[src/anpas_consts.svh]
`ifndef ANPAS_CONSTS_SVH
`define ANPAS_CONSTS_SVH

`define ANPAS_ADDR_W        5
`define ANPAS_DATA_W        16
`define ANPAS_OFS_ABILITY   5'h05
`define ANPAS_OFS_EXPANSION 5'h06
`define ANPAS_OFS_NEXT_PAGE 5'h08

`define ANPAS_ABIL_RESET    16'h0000
`define ANPAS_NP_RESET      16'h0000
`define ANPAS_ABIL_RSVD_BIT 12

`define ANPAS_EXP_BASE_PAGE 5
`define ANPAS_EXP_PD_FAULT  4
`define ANPAS_EXP_LP_NP     3
`define ANPAS_EXP_LOC_NP    2
`define ANPAS_EXP_PAGE_RX   1
`define ANPAS_EXP_LP_AN     0
`define ANPAS_EXP_RSVD_MSB  15
`define ANPAS_EXP_RSVD_LSB  6
`define ANPAS_LOC_NP_ABLE   1'h1

`define ANPAS_FL_COUNT      3
`define ANPAS_FL_PAGE       0
`define ANPAS_FL_PDF        1
`define ANPAS_FL_BASE       2

`endif

[src/anpas_pkg.sv]
package anpas_pkg;

	typedef struct packed {
		logic        valid;
		logic        base;
		logic [15:0] word;
	} anpas_page_evt_t;

	typedef struct packed {
		logic lp_an_able;
		logic lp_np_able;
	} anpas_lp_status_t;

endpackage

[src/anpas_lh_bit.sv]
`timescale 1ns/1ns
`default_nettype none

module anpas_flag_bit (
	input  wire logic mclk_i,
	input  wire logic srst_i,
	input  wire logic set_i,
	input  wire logic clr_i,
	output var  logic q_o
);

	logic q_r;
	logic q_nxt;

	// Set beats clear so an event in the clearing cycle survives
	always_comb begin
		q_nxt = set_i | (q_r & ~clr_i);
	end

	always_ff @(posedge mclk_i) begin
		if (srst_i) begin
			q_r <= 1'h0;
		end else begin
			q_r <= q_nxt;
		end
	end

	assign q_o = q_r;

endmodule

`default_nettype wire

[src/anpas_regs.sv]
`timescale 1ns/1ns
`default_nettype none

`include "anpas_consts.svh"

// Summary of operation
// - Bit 15 shows partner next page ability
// - Bit 14 shows partner acknowledge
// - Bit 13 shows partner remote fault
// - Bits 11,10 show asymmetric pause, pause
// - Bits 9..5 show partner technology abilities
// - Bits 4..0 hold received selector code
// - Expansion bit 4 latches parallel detection fault
// - Expansion bit 3 shows partner next page ability
// - Expansion bit 2 always reads one
// - Page received latches, clears on expansion read
// - Alternate mode: also clear on abort conditions
// - Load code word before raising page flag
// - Expansion bit 0 shows partner autonegotiation able
module anpas_regs (
	input  wire logic                         mclk_i,
	input  wire logic                         srst_i,
	input  wire logic                         rd_en_i,
	input  wire logic [`ANPAS_ADDR_W-1:0]     rd_addr_i,
	output var  logic [`ANPAS_DATA_W-1:0]     rd_data_o,
	output var  logic                         rd_valid_o,
	input  wire anpas_pkg::anpas_page_evt_t   page_evt_i,
	input  wire logic                         par_det_fault_i,
	input  wire anpas_pkg::anpas_lp_status_t  lp_status_i,
	input  wire logic                         mr_page_rx_i,
	input  wire logic                         transmit_disable_i,
	input  wire logic                         alternate_next_page_mode_i,
	output var  logic [`ANPAS_DATA_W-1:0]     lp_next_page_word_o
);

	// Page capture group
	logic [`ANPAS_DATA_W-1:0] abil_r;
	logic [`ANPAS_DATA_W-1:0] abil_nxt;
	logic [`ANPAS_DATA_W-1:0] np_r;
	logic [`ANPAS_DATA_W-1:0] np_nxt;
	logic                     pend_r;
	logic                     pend_nxt;
	logic                     pend_base_r;
	logic                     pend_base_nxt;

	// Live status and edge history group
	anpas_pkg::anpas_lp_status_t sts_r;
	anpas_pkg::anpas_lp_status_t sts_nxt;
	logic                        page_rx_q_r;
	logic                        page_rx_q_nxt;
	logic                        tx_dis_q_r;
	logic                        tx_dis_q_nxt;

	// Read port group
	logic [`ANPAS_DATA_W-1:0] rd_data_r;
	logic [`ANPAS_DATA_W-1:0] rd_data_nxt;
	logic                     rd_valid_r;
	logic                     rd_valid_nxt;
	logic [`ANPAS_ADDR_W-1:0] rd_addr_q_r;
	logic [`ANPAS_ADDR_W-1:0] rd_addr_q_nxt;

	// Latching-high cells
	logic [`ANPAS_FL_COUNT-1:0] fl_set;
	logic [`ANPAS_FL_COUNT-1:0] fl_clr;
	logic [`ANPAS_FL_COUNT-1:0] fl_q;

	logic exp_read;
	logic abort_clr;
	logic [`ANPAS_DATA_W-1:0] exp_word;

	assign exp_read = rd_en_i && (rd_addr_i == `ANPAS_OFS_EXPANSION);

	// Page capture: word lands first, flag follows one cycle later
	always_comb begin
		abil_nxt      = abil_r;
		np_nxt        = np_r;
		pend_nxt      = page_evt_i.valid;
		pend_base_nxt = page_evt_i.valid & page_evt_i.base;
		if (page_evt_i.valid) begin
			if (page_evt_i.base) begin
				// Whole base page, selector kept as received
				abil_nxt = page_evt_i.word;
				// Reserved position never reflects line content
				abil_nxt[`ANPAS_ABIL_RSVD_BIT] = 1'h0;
			end else begin
				np_nxt = page_evt_i.word;
			end
		end
	end

	always_ff @(posedge mclk_i) begin
		if (srst_i) begin
			abil_r      <= `ANPAS_ABIL_RESET;
			np_r        <= `ANPAS_NP_RESET;
			pend_r      <= 1'h0;
			pend_base_r <= 1'h0;
		end else begin
			abil_r      <= abil_nxt;
			np_r        <= np_nxt;
			pend_r      <= pend_nxt;
			pend_base_r <= pend_base_nxt;
		end
	end

	// Inputs come from autonegotiation logic on this clock, no sync
	always_comb begin
		sts_nxt       = lp_status_i;
		page_rx_q_nxt = mr_page_rx_i;
		tx_dis_q_nxt  = transmit_disable_i;
	end

	always_ff @(posedge mclk_i) begin
		if (srst_i) begin
			sts_r       <= '0;
			page_rx_q_r <= 1'h0;
			tx_dis_q_r  <= 1'h0;
		end else begin
			sts_r       <= sts_nxt;
			page_rx_q_r <= page_rx_q_nxt;
			tx_dis_q_r  <= tx_dis_q_nxt;
		end
	end

	// Only transitions clear, a steady level does not keep clearing
	assign abort_clr = alternate_next_page_mode_i &&
		((page_rx_q_r && !mr_page_rx_i) ||
		 (!tx_dis_q_r && transmit_disable_i));

	always_comb begin
		fl_set = '0;
		fl_clr = '0;
		fl_set[`ANPAS_FL_PAGE] = pend_r;
		fl_clr[`ANPAS_FL_PAGE] = exp_read | abort_clr;
		fl_set[`ANPAS_FL_PDF]  = par_det_fault_i;
		fl_clr[`ANPAS_FL_PDF]  = exp_read;
		fl_set[`ANPAS_FL_BASE] = pend_base_r;
		fl_clr[`ANPAS_FL_BASE] = exp_read;
	end

	genvar gi;
	generate
		for (gi = 0; gi < `ANPAS_FL_COUNT; gi = gi + 1) begin : g_flag
			anpas_flag_bit u_flag (
				.mclk_i (mclk_i),
				.srst_i (srst_i),
				.set_i  (fl_set[gi]),
				.clr_i  (fl_clr[gi]),
				.q_o    (fl_q[gi])
			);
		end
	endgenerate

	always_comb begin
		exp_word = '0;
		exp_word[`ANPAS_EXP_BASE_PAGE] = fl_q[`ANPAS_FL_BASE];
		exp_word[`ANPAS_EXP_PD_FAULT]  = fl_q[`ANPAS_FL_PDF];
		exp_word[`ANPAS_EXP_LP_NP]     = sts_r.lp_np_able;
		exp_word[`ANPAS_EXP_LOC_NP]    = `ANPAS_LOC_NP_ABLE;
		exp_word[`ANPAS_EXP_PAGE_RX]   = fl_q[`ANPAS_FL_PAGE];
		exp_word[`ANPAS_EXP_LP_AN]     = sts_r.lp_an_able;
	end

	// Read returns the pre-clear value; the clear lands on the same edge
	always_comb begin
		rd_data_nxt   = rd_data_r;
		rd_valid_nxt  = rd_en_i;
		rd_addr_q_nxt = rd_addr_q_r;
		if (rd_en_i) begin
			rd_addr_q_nxt = rd_addr_i;
			unique case (rd_addr_i)
				`ANPAS_OFS_ABILITY:   rd_data_nxt = abil_r;
				`ANPAS_OFS_EXPANSION: rd_data_nxt = exp_word;
				`ANPAS_OFS_NEXT_PAGE: rd_data_nxt = np_r;
				default:              rd_data_nxt = '0;
			endcase
		end
	end

	always_ff @(posedge mclk_i) begin
		if (srst_i) begin
			rd_data_r   <= '0;
			rd_valid_r  <= 1'h0;
			rd_addr_q_r <= '0;
		end else begin
			rd_data_r   <= rd_data_nxt;
			rd_valid_r  <= rd_valid_nxt;
			rd_addr_q_r <= rd_addr_q_nxt;
		end
	end

	assign rd_data_o           = rd_data_r;
	assign rd_valid_o          = rd_valid_r;
	assign lp_next_page_word_o = np_r;

	property p_base_load;
		@(posedge mclk_i) disable iff (srst_i)
		(page_evt_i.valid && page_evt_i.base) |=>
			(abil_r[15:13] == $past(page_evt_i.word[15:13])) &&
			(abil_r[11:0] == $past(page_evt_i.word[11:0]));
	endproperty
	a_base_load: assert property (p_base_load)
		else $error("ability register not loaded from base page");

	property p_flag_after_load;
		@(posedge mclk_i) disable iff (srst_i)
		page_evt_i.valid |=> !$past(fl_q[`ANPAS_FL_PAGE]) |->
			##1 fl_q[`ANPAS_FL_PAGE];
	endproperty
	a_flag_after_load: assert property (p_flag_after_load)
		else $error("page flag not raised two cycles after page");

	property p_clear_on_read;
		@(posedge mclk_i) disable iff (srst_i)
		(exp_read && !fl_set[`ANPAS_FL_PAGE]) |=>
			!fl_q[`ANPAS_FL_PAGE];
	endproperty
	a_clear_on_read: assert property (p_clear_on_read)
		else $error("page flag survived expansion read");

	property p_hold_pdf;
		@(posedge mclk_i) disable iff (srst_i)
		(fl_q[`ANPAS_FL_PDF] && !exp_read) |=> fl_q[`ANPAS_FL_PDF];
	endproperty
	a_hold_pdf: assert property (p_hold_pdf)
		else $error("latched fault dropped without a read");

	// A read in the next cycle is legal, so it must not be part of this
	property p_pdf_set;
		@(posedge mclk_i) disable iff (srst_i)
		par_det_fault_i |=> fl_q[`ANPAS_FL_PDF];
	endproperty
	a_pdf_set: assert property (p_pdf_set)
		else $error("parallel detection fault not latched");

	property p_hold_base;
		@(posedge mclk_i) disable iff (srst_i)
		(fl_q[`ANPAS_FL_BASE] && !exp_read) |=> fl_q[`ANPAS_FL_BASE];
	endproperty
	a_hold_base: assert property (p_hold_base)
		else $error("base page flag dropped without a read");

	property p_base_flag;
		@(posedge mclk_i) disable iff (srst_i)
		(page_evt_i.valid && page_evt_i.base) |=> ##1
			fl_q[`ANPAS_FL_BASE];
	endproperty
	a_base_flag: assert property (p_base_flag)
		else $error("base page flag not raised");

	property p_np_load;
		@(posedge mclk_i) disable iff (srst_i)
		(page_evt_i.valid && !page_evt_i.base) |=>
			(np_r == $past(page_evt_i.word));
	endproperty
	a_np_load: assert property (p_np_load)
		else $error("next page register not loaded");

	property p_abort_clear;
		@(posedge mclk_i) disable iff (srst_i)
		(alternate_next_page_mode_i && $fell(mr_page_rx_i) &&
			!pend_r) |=> !fl_q[`ANPAS_FL_PAGE];
	endproperty
	a_abort_clear: assert property (p_abort_clear)
		else $error("page flag not cleared on page abort");

	property p_tx_dis_clear;
		@(posedge mclk_i) disable iff (srst_i)
		(alternate_next_page_mode_i && $rose(transmit_disable_i) &&
			!pend_r) |=> !fl_q[`ANPAS_FL_PAGE];
	endproperty
	a_tx_dis_clear: assert property (p_tx_dis_clear)
		else $error("page flag not cleared on transmit disable");

	property p_abil_read;
		@(posedge mclk_i) disable iff (srst_i)
		(rd_en_i && rd_addr_i == `ANPAS_OFS_ABILITY) |=>
			rd_valid_o && (rd_data_o == $past(abil_r));
	endproperty
	a_abil_read: assert property (p_abil_read)
		else $error("ability read does not match register");

	property p_local_np;
		@(posedge mclk_i) disable iff (srst_i)
		(rd_valid_o && rd_addr_q_r == `ANPAS_OFS_EXPANSION) |->
			rd_data_o[`ANPAS_EXP_LOC_NP] &&
			(rd_data_o[`ANPAS_EXP_RSVD_MSB:`ANPAS_EXP_RSVD_LSB] == '0);
	endproperty
	a_local_np: assert property (p_local_np)
		else $error("expansion read shows bad fixed bits");

	property p_lp_an;
		@(posedge mclk_i) disable iff (srst_i)
		(rd_en_i && rd_addr_i == `ANPAS_OFS_EXPANSION) ##1 1'h1 |->
			rd_data_o[`ANPAS_EXP_LP_AN] == $past(sts_r.lp_an_able);
	endproperty
	a_lp_an: assert property (p_lp_an)
		else $error("partner autonegotiation ability misreported");

	property p_lp_np;
		@(posedge mclk_i) disable iff (srst_i)
		(rd_en_i && rd_addr_i == `ANPAS_OFS_EXPANSION) |=>
			rd_data_o[`ANPAS_EXP_LP_NP] == $past(sts_r.lp_np_able);
	endproperty
	a_lp_np: assert property (p_lp_np)
		else $error("partner next page ability misreported");

endmodule

`default_nettype wire

[config.mk]
export PLATFORM = sky130hd
export DESIGN_NAME = anpas_regs
export DESIGN_NICKNAME = d
export VERILOG_FILES = /design/src/anpas_pkg.sv /design/src/anpas_lh_bit.sv /design/src/anpas_regs.sv
export VERILOG_INCLUDE_DIRS = /design/src
export SDC_FILE = /design/constraint.sdc
export NUM_CORES = 1
export LEC_CHECK = 0
export BUFFER_PORTS_ARGS = -buffer_cell sky130_fd_sc_hd__buf_4
export CAP_MARGIN = 20
export CORE_AREA = 2 2 62 94
export DETAILED_ROUTE_END_ITERATION = 10
export DIE_AREA = 0 0 64 96
export HOLD_SLACK_MARGIN = 0.15
export PLACE_DENSITY = 0.71
export SLEW_MARGIN = 10
export SYNTH_ARGS = -nofsm -noshare
export SYNTH_HDL_FRONTEND = slang
export SYNTH_SLANG_ARGS = --single-unit
export TNS_END_PERCENT = 1
[constraint.sdc]
create_clock -name mclk_i -period 1.06 [get_ports mclk_i]
set_input_delay 0.053 -clock mclk_i [delete_from_list [all_inputs] [get_ports mclk_i]]
set_output_delay 0.053 -clock mclk_i [all_outputs]
set_load 0.005 [all_outputs]
==> results_dict.tcl, run 1 <==
set metrics [dict create \
    clk_path_buf_depth 2 \
    rsz0062_at_grt "true" \
    worstPathMaxFanout 10 \
    m1WireLength_mm 2.60 \
    cts_max_level 3 \
    grt_pass1_vias 2164 \
    yosysWarnings 0 \
    yosysSeqAreaShare_pct 48.8 \
    worst_ep_required_time_ns 1.32 \
    power_density_nw_per_um2 1400 \
    die_y_um 96 \
    grt_max_degree 23 \
    grt_pass1_wl_mm 9.78 \
    nNetsFinal 420 \
    die-area_um2 6140 \
    cts_tree "done" \
    r2r_end "rd_data_o[5]" \
    power_mw 4.89 \
    wl_per_cell_um 12.9 \
    antenna_cells 0 \
    fmax_mhz 986 \
    clk_latency_ns 0.33 \
    hpwl_mm 4.25 \
    r2r_cells 3 \
    reg2reg_from "g_flag[2].u_flag.q_o" \
    cts_buffers 9 \
    crit_arrival_ns 1.27 \
    status "finished clean" \
    netlist_area_um2 2340 \
    final_max_slew_viol_count 0 \
    die_w_um 64 \
    drive_gt1_share_pct 28.8 \
    crit_type "in2reg" \
    yosysMostFrequentCell "nand2_1" \
    utilization_pct 65.6 \
    reg2reg_setup_slack_ns 0.08 \
    synth_area_leaders "dfxtp_1 (49%), nand2_1 (13%), a21oi_1 (9.4%)" \
    relSlewSlack_pct 75.4 \
    grt_overflow 0 \
    netlist_instances 285 \
    start_util_pct 43.9 \
    crit_end "rd_data_o[6]" \
    place_congestion 0.782 \
    drc 0 \
    io_pins 65 \
    grt_util_all_layers_pct 20.8 \
    area_delta_synth_final_pct 49.4 \
    drt_wl_total_mm 5.98 \
    route.met3.wl_um 227 \
    synth-seq-cells 57 \
    cts_sinks 57 \
    cap_violations 0 \
    syn_area_per_cell_um2 8.21 \
    ctsRootBufferMaster "clkbuf_8" \
    final_hold_viol_count 0 \
    synth_nets 317 \
    cts_setup_buffers 0 \
    antenna_found_initial 0 \
    post-route-period-util_pct 95.7 \
    drtIter0Drc 133 \
    synth_common_cells "nand2_1 (78), dfxtp_1 (57), a21oi_1 (44), clkbuf_1 (14), o21ai_1 (14)" \
    tightest_slew_ns 0.370 \
    met2_length_mm 3.05 \
    first_pass_iters 5 \
    portBuffers 64 \
    core_area_um2 5330 \
    synth_top_cell_area_share_pct 48.8 \
    end_kind "flip-flop" \
    drt.antenna.violating_nets 0 \
    vias_per_cell 4.89 \
    via_count 2265 \
    rows 33 \
    hold_path_class "in2reg" \
    ys_types 27 \
    skew_ns 0.00367 \
    synth_top_area_cell "dfxtp_1" \
    peakVddDrop_v 0.000711 \
    dr.max_layer_used "met4" \
    synth_ff_type "dfxtp_1" \
    crit_path_start_kind "input port" \
    synth_edf_count 0 \
    leakagePower_nw 1.41 \
    path_clk_slew_ns 0.06 \
    async_reset_ff_share_pct 0 \
    setup_viol 0 \
    crit_start "rd_addr_i[0]" \
    finalCriticalPeriod_ns 1.01 \
]
worst min path at each step:
stage                               start                endpoint  slack (ns)  cells after the start
after floorplan           par_det_fault_i    g_flag[1].u_flag.q_o        0.17                      2
after global placement    par_det_fault_i    g_flag[1].u_flag.q_o        0.26                      3
after detailed placement  par_det_fault_i    g_flag[1].u_flag.q_o        0.27                      3
after CTS                  page_evt_i[16]  lp_next_page_word_o[4]        0.17                      5
after global routing              rd_en_i            rd_data_o[1]        0.18                      5
final                             rd_en_i            rd_data_o[4]        0.16                      5
critical path, cell delays in order:
cell and delay [ns]:
buf_4 0.11, or4b_4 0.66, nor3b_2 0.23, o21ai_1 0.09
a21oi_1 0.12
layout by cell type, fill, tap and decap left out, types with 2 or more instances in the layout:
cell type / instances
nor2_1: 12
a21oi_1: 44
dfxtp_1: 57
buf_12: 2
o21ai_0: 2
nor3b_2: 9
a221oi_1: 5
o21ai_1: 14
clkbuf_1: 2
and3_1: 5
nand2_1: 78
buf_4: 80
nor2b_1: 9
nor3b_1: 3
dlygate4sd3_1: 27
nand2b_1: 11
clkbuf_8: 12
nand3_1: 2
and2_1: 2
cells by family (layout without fill, tap and decap cells):
| group | after synthesis | after routing | synth area share, % |
|---|---|---|---|
| AND/OR/NAND/NOR | 140 | 140 | 31.6 |
| AO/OA/AOI/OAI | 68 | 68 | 15.7 |
| flip-flops | 57 | 57 | 48.8 |
| buffers and inverters | 19 | 127 | 3.53 |
| XOR/XNOR | 1 | 1 | 0.375 |
cell type report:
class                   count  area [um2]
clock buffers              14         173
fillers                   455        1830
clock inverters             2        35.0
repair buffers            110         922
flip-flops and latches     57        1140
multi-input cells         209        1130
well taps                  70        87.6
inverters                   1        3.75
repair_timing:
item,4_1_cts,5_1_grt
resized for setup,0,5
endpoints found under the setup margin,0,18
hold buffers,27,0
hold endpoints to repair,48,0
metrics by stage:
stage                     hold slack (ns)  TNS [ns]  area, um2  setup slack, ns  std cells
after floorplan                     0.170    -0.786       2340          -0.0570        285
after global placement              0.261     -4.09       3000           -0.289        420
after detailed placement            0.269     -4.18       3000           -0.282        420
after CTS                           0.171         0       3480           0.0122        463
after global routing                0.183   -0.0430       3490          -0.0396        463
final                               0.159         0       3490           0.0459        463
power breakdown:
part           switching (mW)  internal, mW
Sequential             0.0494          2.22
Clock                   0.800          1.28
Combinational           0.240         0.306
Total                    1.09          3.80
flip-flops by register name, summed over array words and instances (netlist names), 2 cells and up:
name                 count
abil_r                  15
exp_word                 2
g_flag.u_flag.q_o        3
lp_next_page_word_o     16
rd_data_o               16
layer usage:
layer	vias up	GRT usage (%)
li1	1160	-
met1	1045	24.0
met2	52	36.1
met3	8	4.68
met4	0	9.96
met5	-	0
No activity file was read; power rests on OpenSTA's default activity.
==> run 2, diff against run 1 <==
--- a/config.mk
+++ b/config.mk
@@ -8,11 +8,11 @@
 export LEC_CHECK = 0
 export BUFFER_PORTS_ARGS = -buffer_cell sky130_fd_sc_hd__buf_4
 export CAP_MARGIN = 20
-export CORE_AREA = 2 2 62 94
+export CORE_AREA = 2 2 62 93
 export DETAILED_ROUTE_END_ITERATION = 10
-export DIE_AREA = 0 0 64 96
+export DIE_AREA = 0 0 64 95
 export HOLD_SLACK_MARGIN = 0.15
-export PLACE_DENSITY = 0.71
+export PLACE_DENSITY = 0.72
 export SLEW_MARGIN = 10
 export SYNTH_ARGS = -nofsm -noshare
 export SYNTH_HDL_FRONTEND = slang
==> results_dict.tcl, run 2 (same netlist as run 1, synthesis figures left out) <==
set metrics [dict create \
    drt.antenna.violating_nets 0 \
    final_cells 464 \
    cp_slowest_cell "dlygate4sd3_1" \
    grt_overflow 0 \
    hpwl_mm 4.12 \
    rows 33 \
    crit_arrival_ns 1.22 \
    nNetsFinal 421 \
    worstPathMaxFanout 24 \
    crit_type "in2reg" \
    r2r_cells 3 \
    drtIter0Drc 120 \
    via_count 2249 \
    cts_tree "done" \
    worst_ep_required_time_ns 1.28 \
    portBuffers 64 \
    critPathMaxStageDelay_ns 0.54 \
    crit_path_start_kind "input port" \
    whs_path_depth 5 \
    grt_pass1_vias 2091 \
    path_depth 4 \
    relSlewSlack_pct 76.2 \
    hold_path_class "in2reg" \
    ctsRootBufferMaster "clkbuf_8" \
    power_density_nw_per_um2 1360 \
    status "finished clean" \
    whs_ns 0.149 \
    path_clk_slew_ns 0.06 \
    start_util_pct 43.9 \
    die-area_um2 6080 \
    area_delta_synth_final_pct 48.2 \
    crit_chain "dlygate4sd3_1 > buf_4 > buf_4 > a21oi_1" \
    antenna_cells 0 \
    cts_buffers 9 \
    path_buf_inv 3 \
    layout_common_cells "buf_4 (81), nand2_1 (78), dfxtp_1 (57)" \
    skew_ns 0.00426 \
    grt_util_all_layers_pct 20.9 \
    end_kind "flip-flop" \
    die_y_um 95 \
    drive_gt1_share_pct 28.4 \
    dp.cells 420 \
    core_area_um2 5330 \
    cap_violations 0 \
    wl_per_cell_um 12.7 \
    place_congestion 0.793 \
    mostFrequentLayoutCell "buf_4" \
    first_pass_iters 5 \
    grt_pass1_wl_mm 9.75 \
    rsz0062_at_grt "true" \
    final_max_slew_viol_count 0 \
    grt_max_degree 25 \
    utilization_pct 65.1 \
    vias_per_cell 4.85 \
    drt_wl_total_mm 5.91 \
    clk_path_buf_depth 2 \
    peakVddDrop_v 0.000848 \
    post-route-period-util_pct 94.7 \
    crit_path_frequent_cell "buf_4" \
    die_w_um 64 \
    cts_max_level 3 \
    finalCriticalPeriod_ns 1.00 \
    final_hold_viol_count 0 \
    io_pins 65 \
    clk_latency_ns 0.34 \
    tightest_slew_ns 0.357 \
    cts_sinks 57 \
    power_mw 4.72 \
    cp_top_family "buffers and inverters" \
    drc 0 \
    cts_setup_buffers 0 \
    leakagePower_nw 1.40 \
    setup_viol 0 \
    fmax_mhz 996 \
    antenna_found_initial 0 \
    tns_ns 0 \
]
-- run 2: path summary, 6_finish.rpt --
check                       start  slack, ns                endpoint
max                        srst_i       0.06  lp_next_page_word_o[9]
max reg2reg  g_flag[2].u_flag.q_o       0.09            rd_data_o[5]
min reg2reg           pend_base_r       0.44    g_flag[2].u_flag.q_o
min                       rd_en_i       0.15            rd_data_o[4]
-- run 2: tightest hold or removal path: cells and delay by family --
| family | cells | cell delay, ns |
|---|---|---|
| compound gates | 1 | 0.05 |
| buf+inv | 2 | 0.21 |
| simple gates | 2 | 0.12 |
-- run 2: timing repair --
item                                    CTS  global route
endpoints found under the hold margin    51             0
endpoints found under the setup margin    0             8
resized for setup                         0             2
hold buffers                             28             0
-- run 2: report_power, final --
group	internal [mW]	total, mW	switching (mW)
Combinational	0.302	0.541	0.239
Sequential	2.22	2.27	0.0484
Clock	1.10	1.91	0.815
Total	3.62	4.72	1.10
-- run 2: routing by layer --
layer  vias to the layer above  global-route usage [%]  routed length [um]
met2                        61                    36.1                3050
li1                       1161                       -                   -
met3                         9                    5.36                 280
met5                         -                       0                   0
met4                         0                    9.24                  96
met1                      1018                    24.2                2490
-- run 2: layout make-up --
cell class / instances / area (um2)
flip-flops and latches: 57 / 1140
clock buffers: 14 / 183
fillers: 456 / 1860
inverters: 1 / 3.75
clock inverters: 2 / 10.0
multi-input cells: 209 / 1120
repair buffers: 111 / 920
well taps: 70 / 87.6
-- run 2: metrics by stage --
step | worst slack, ns | instance area, um2
floorplan | -0.0570 | 2340
global placement | -0.276 | 2990
detailed placement | -0.278 | 2990
CTS | 0.0654 | 3460
global route | -0.00286 | 3470
finish | 0.0565 | 3470
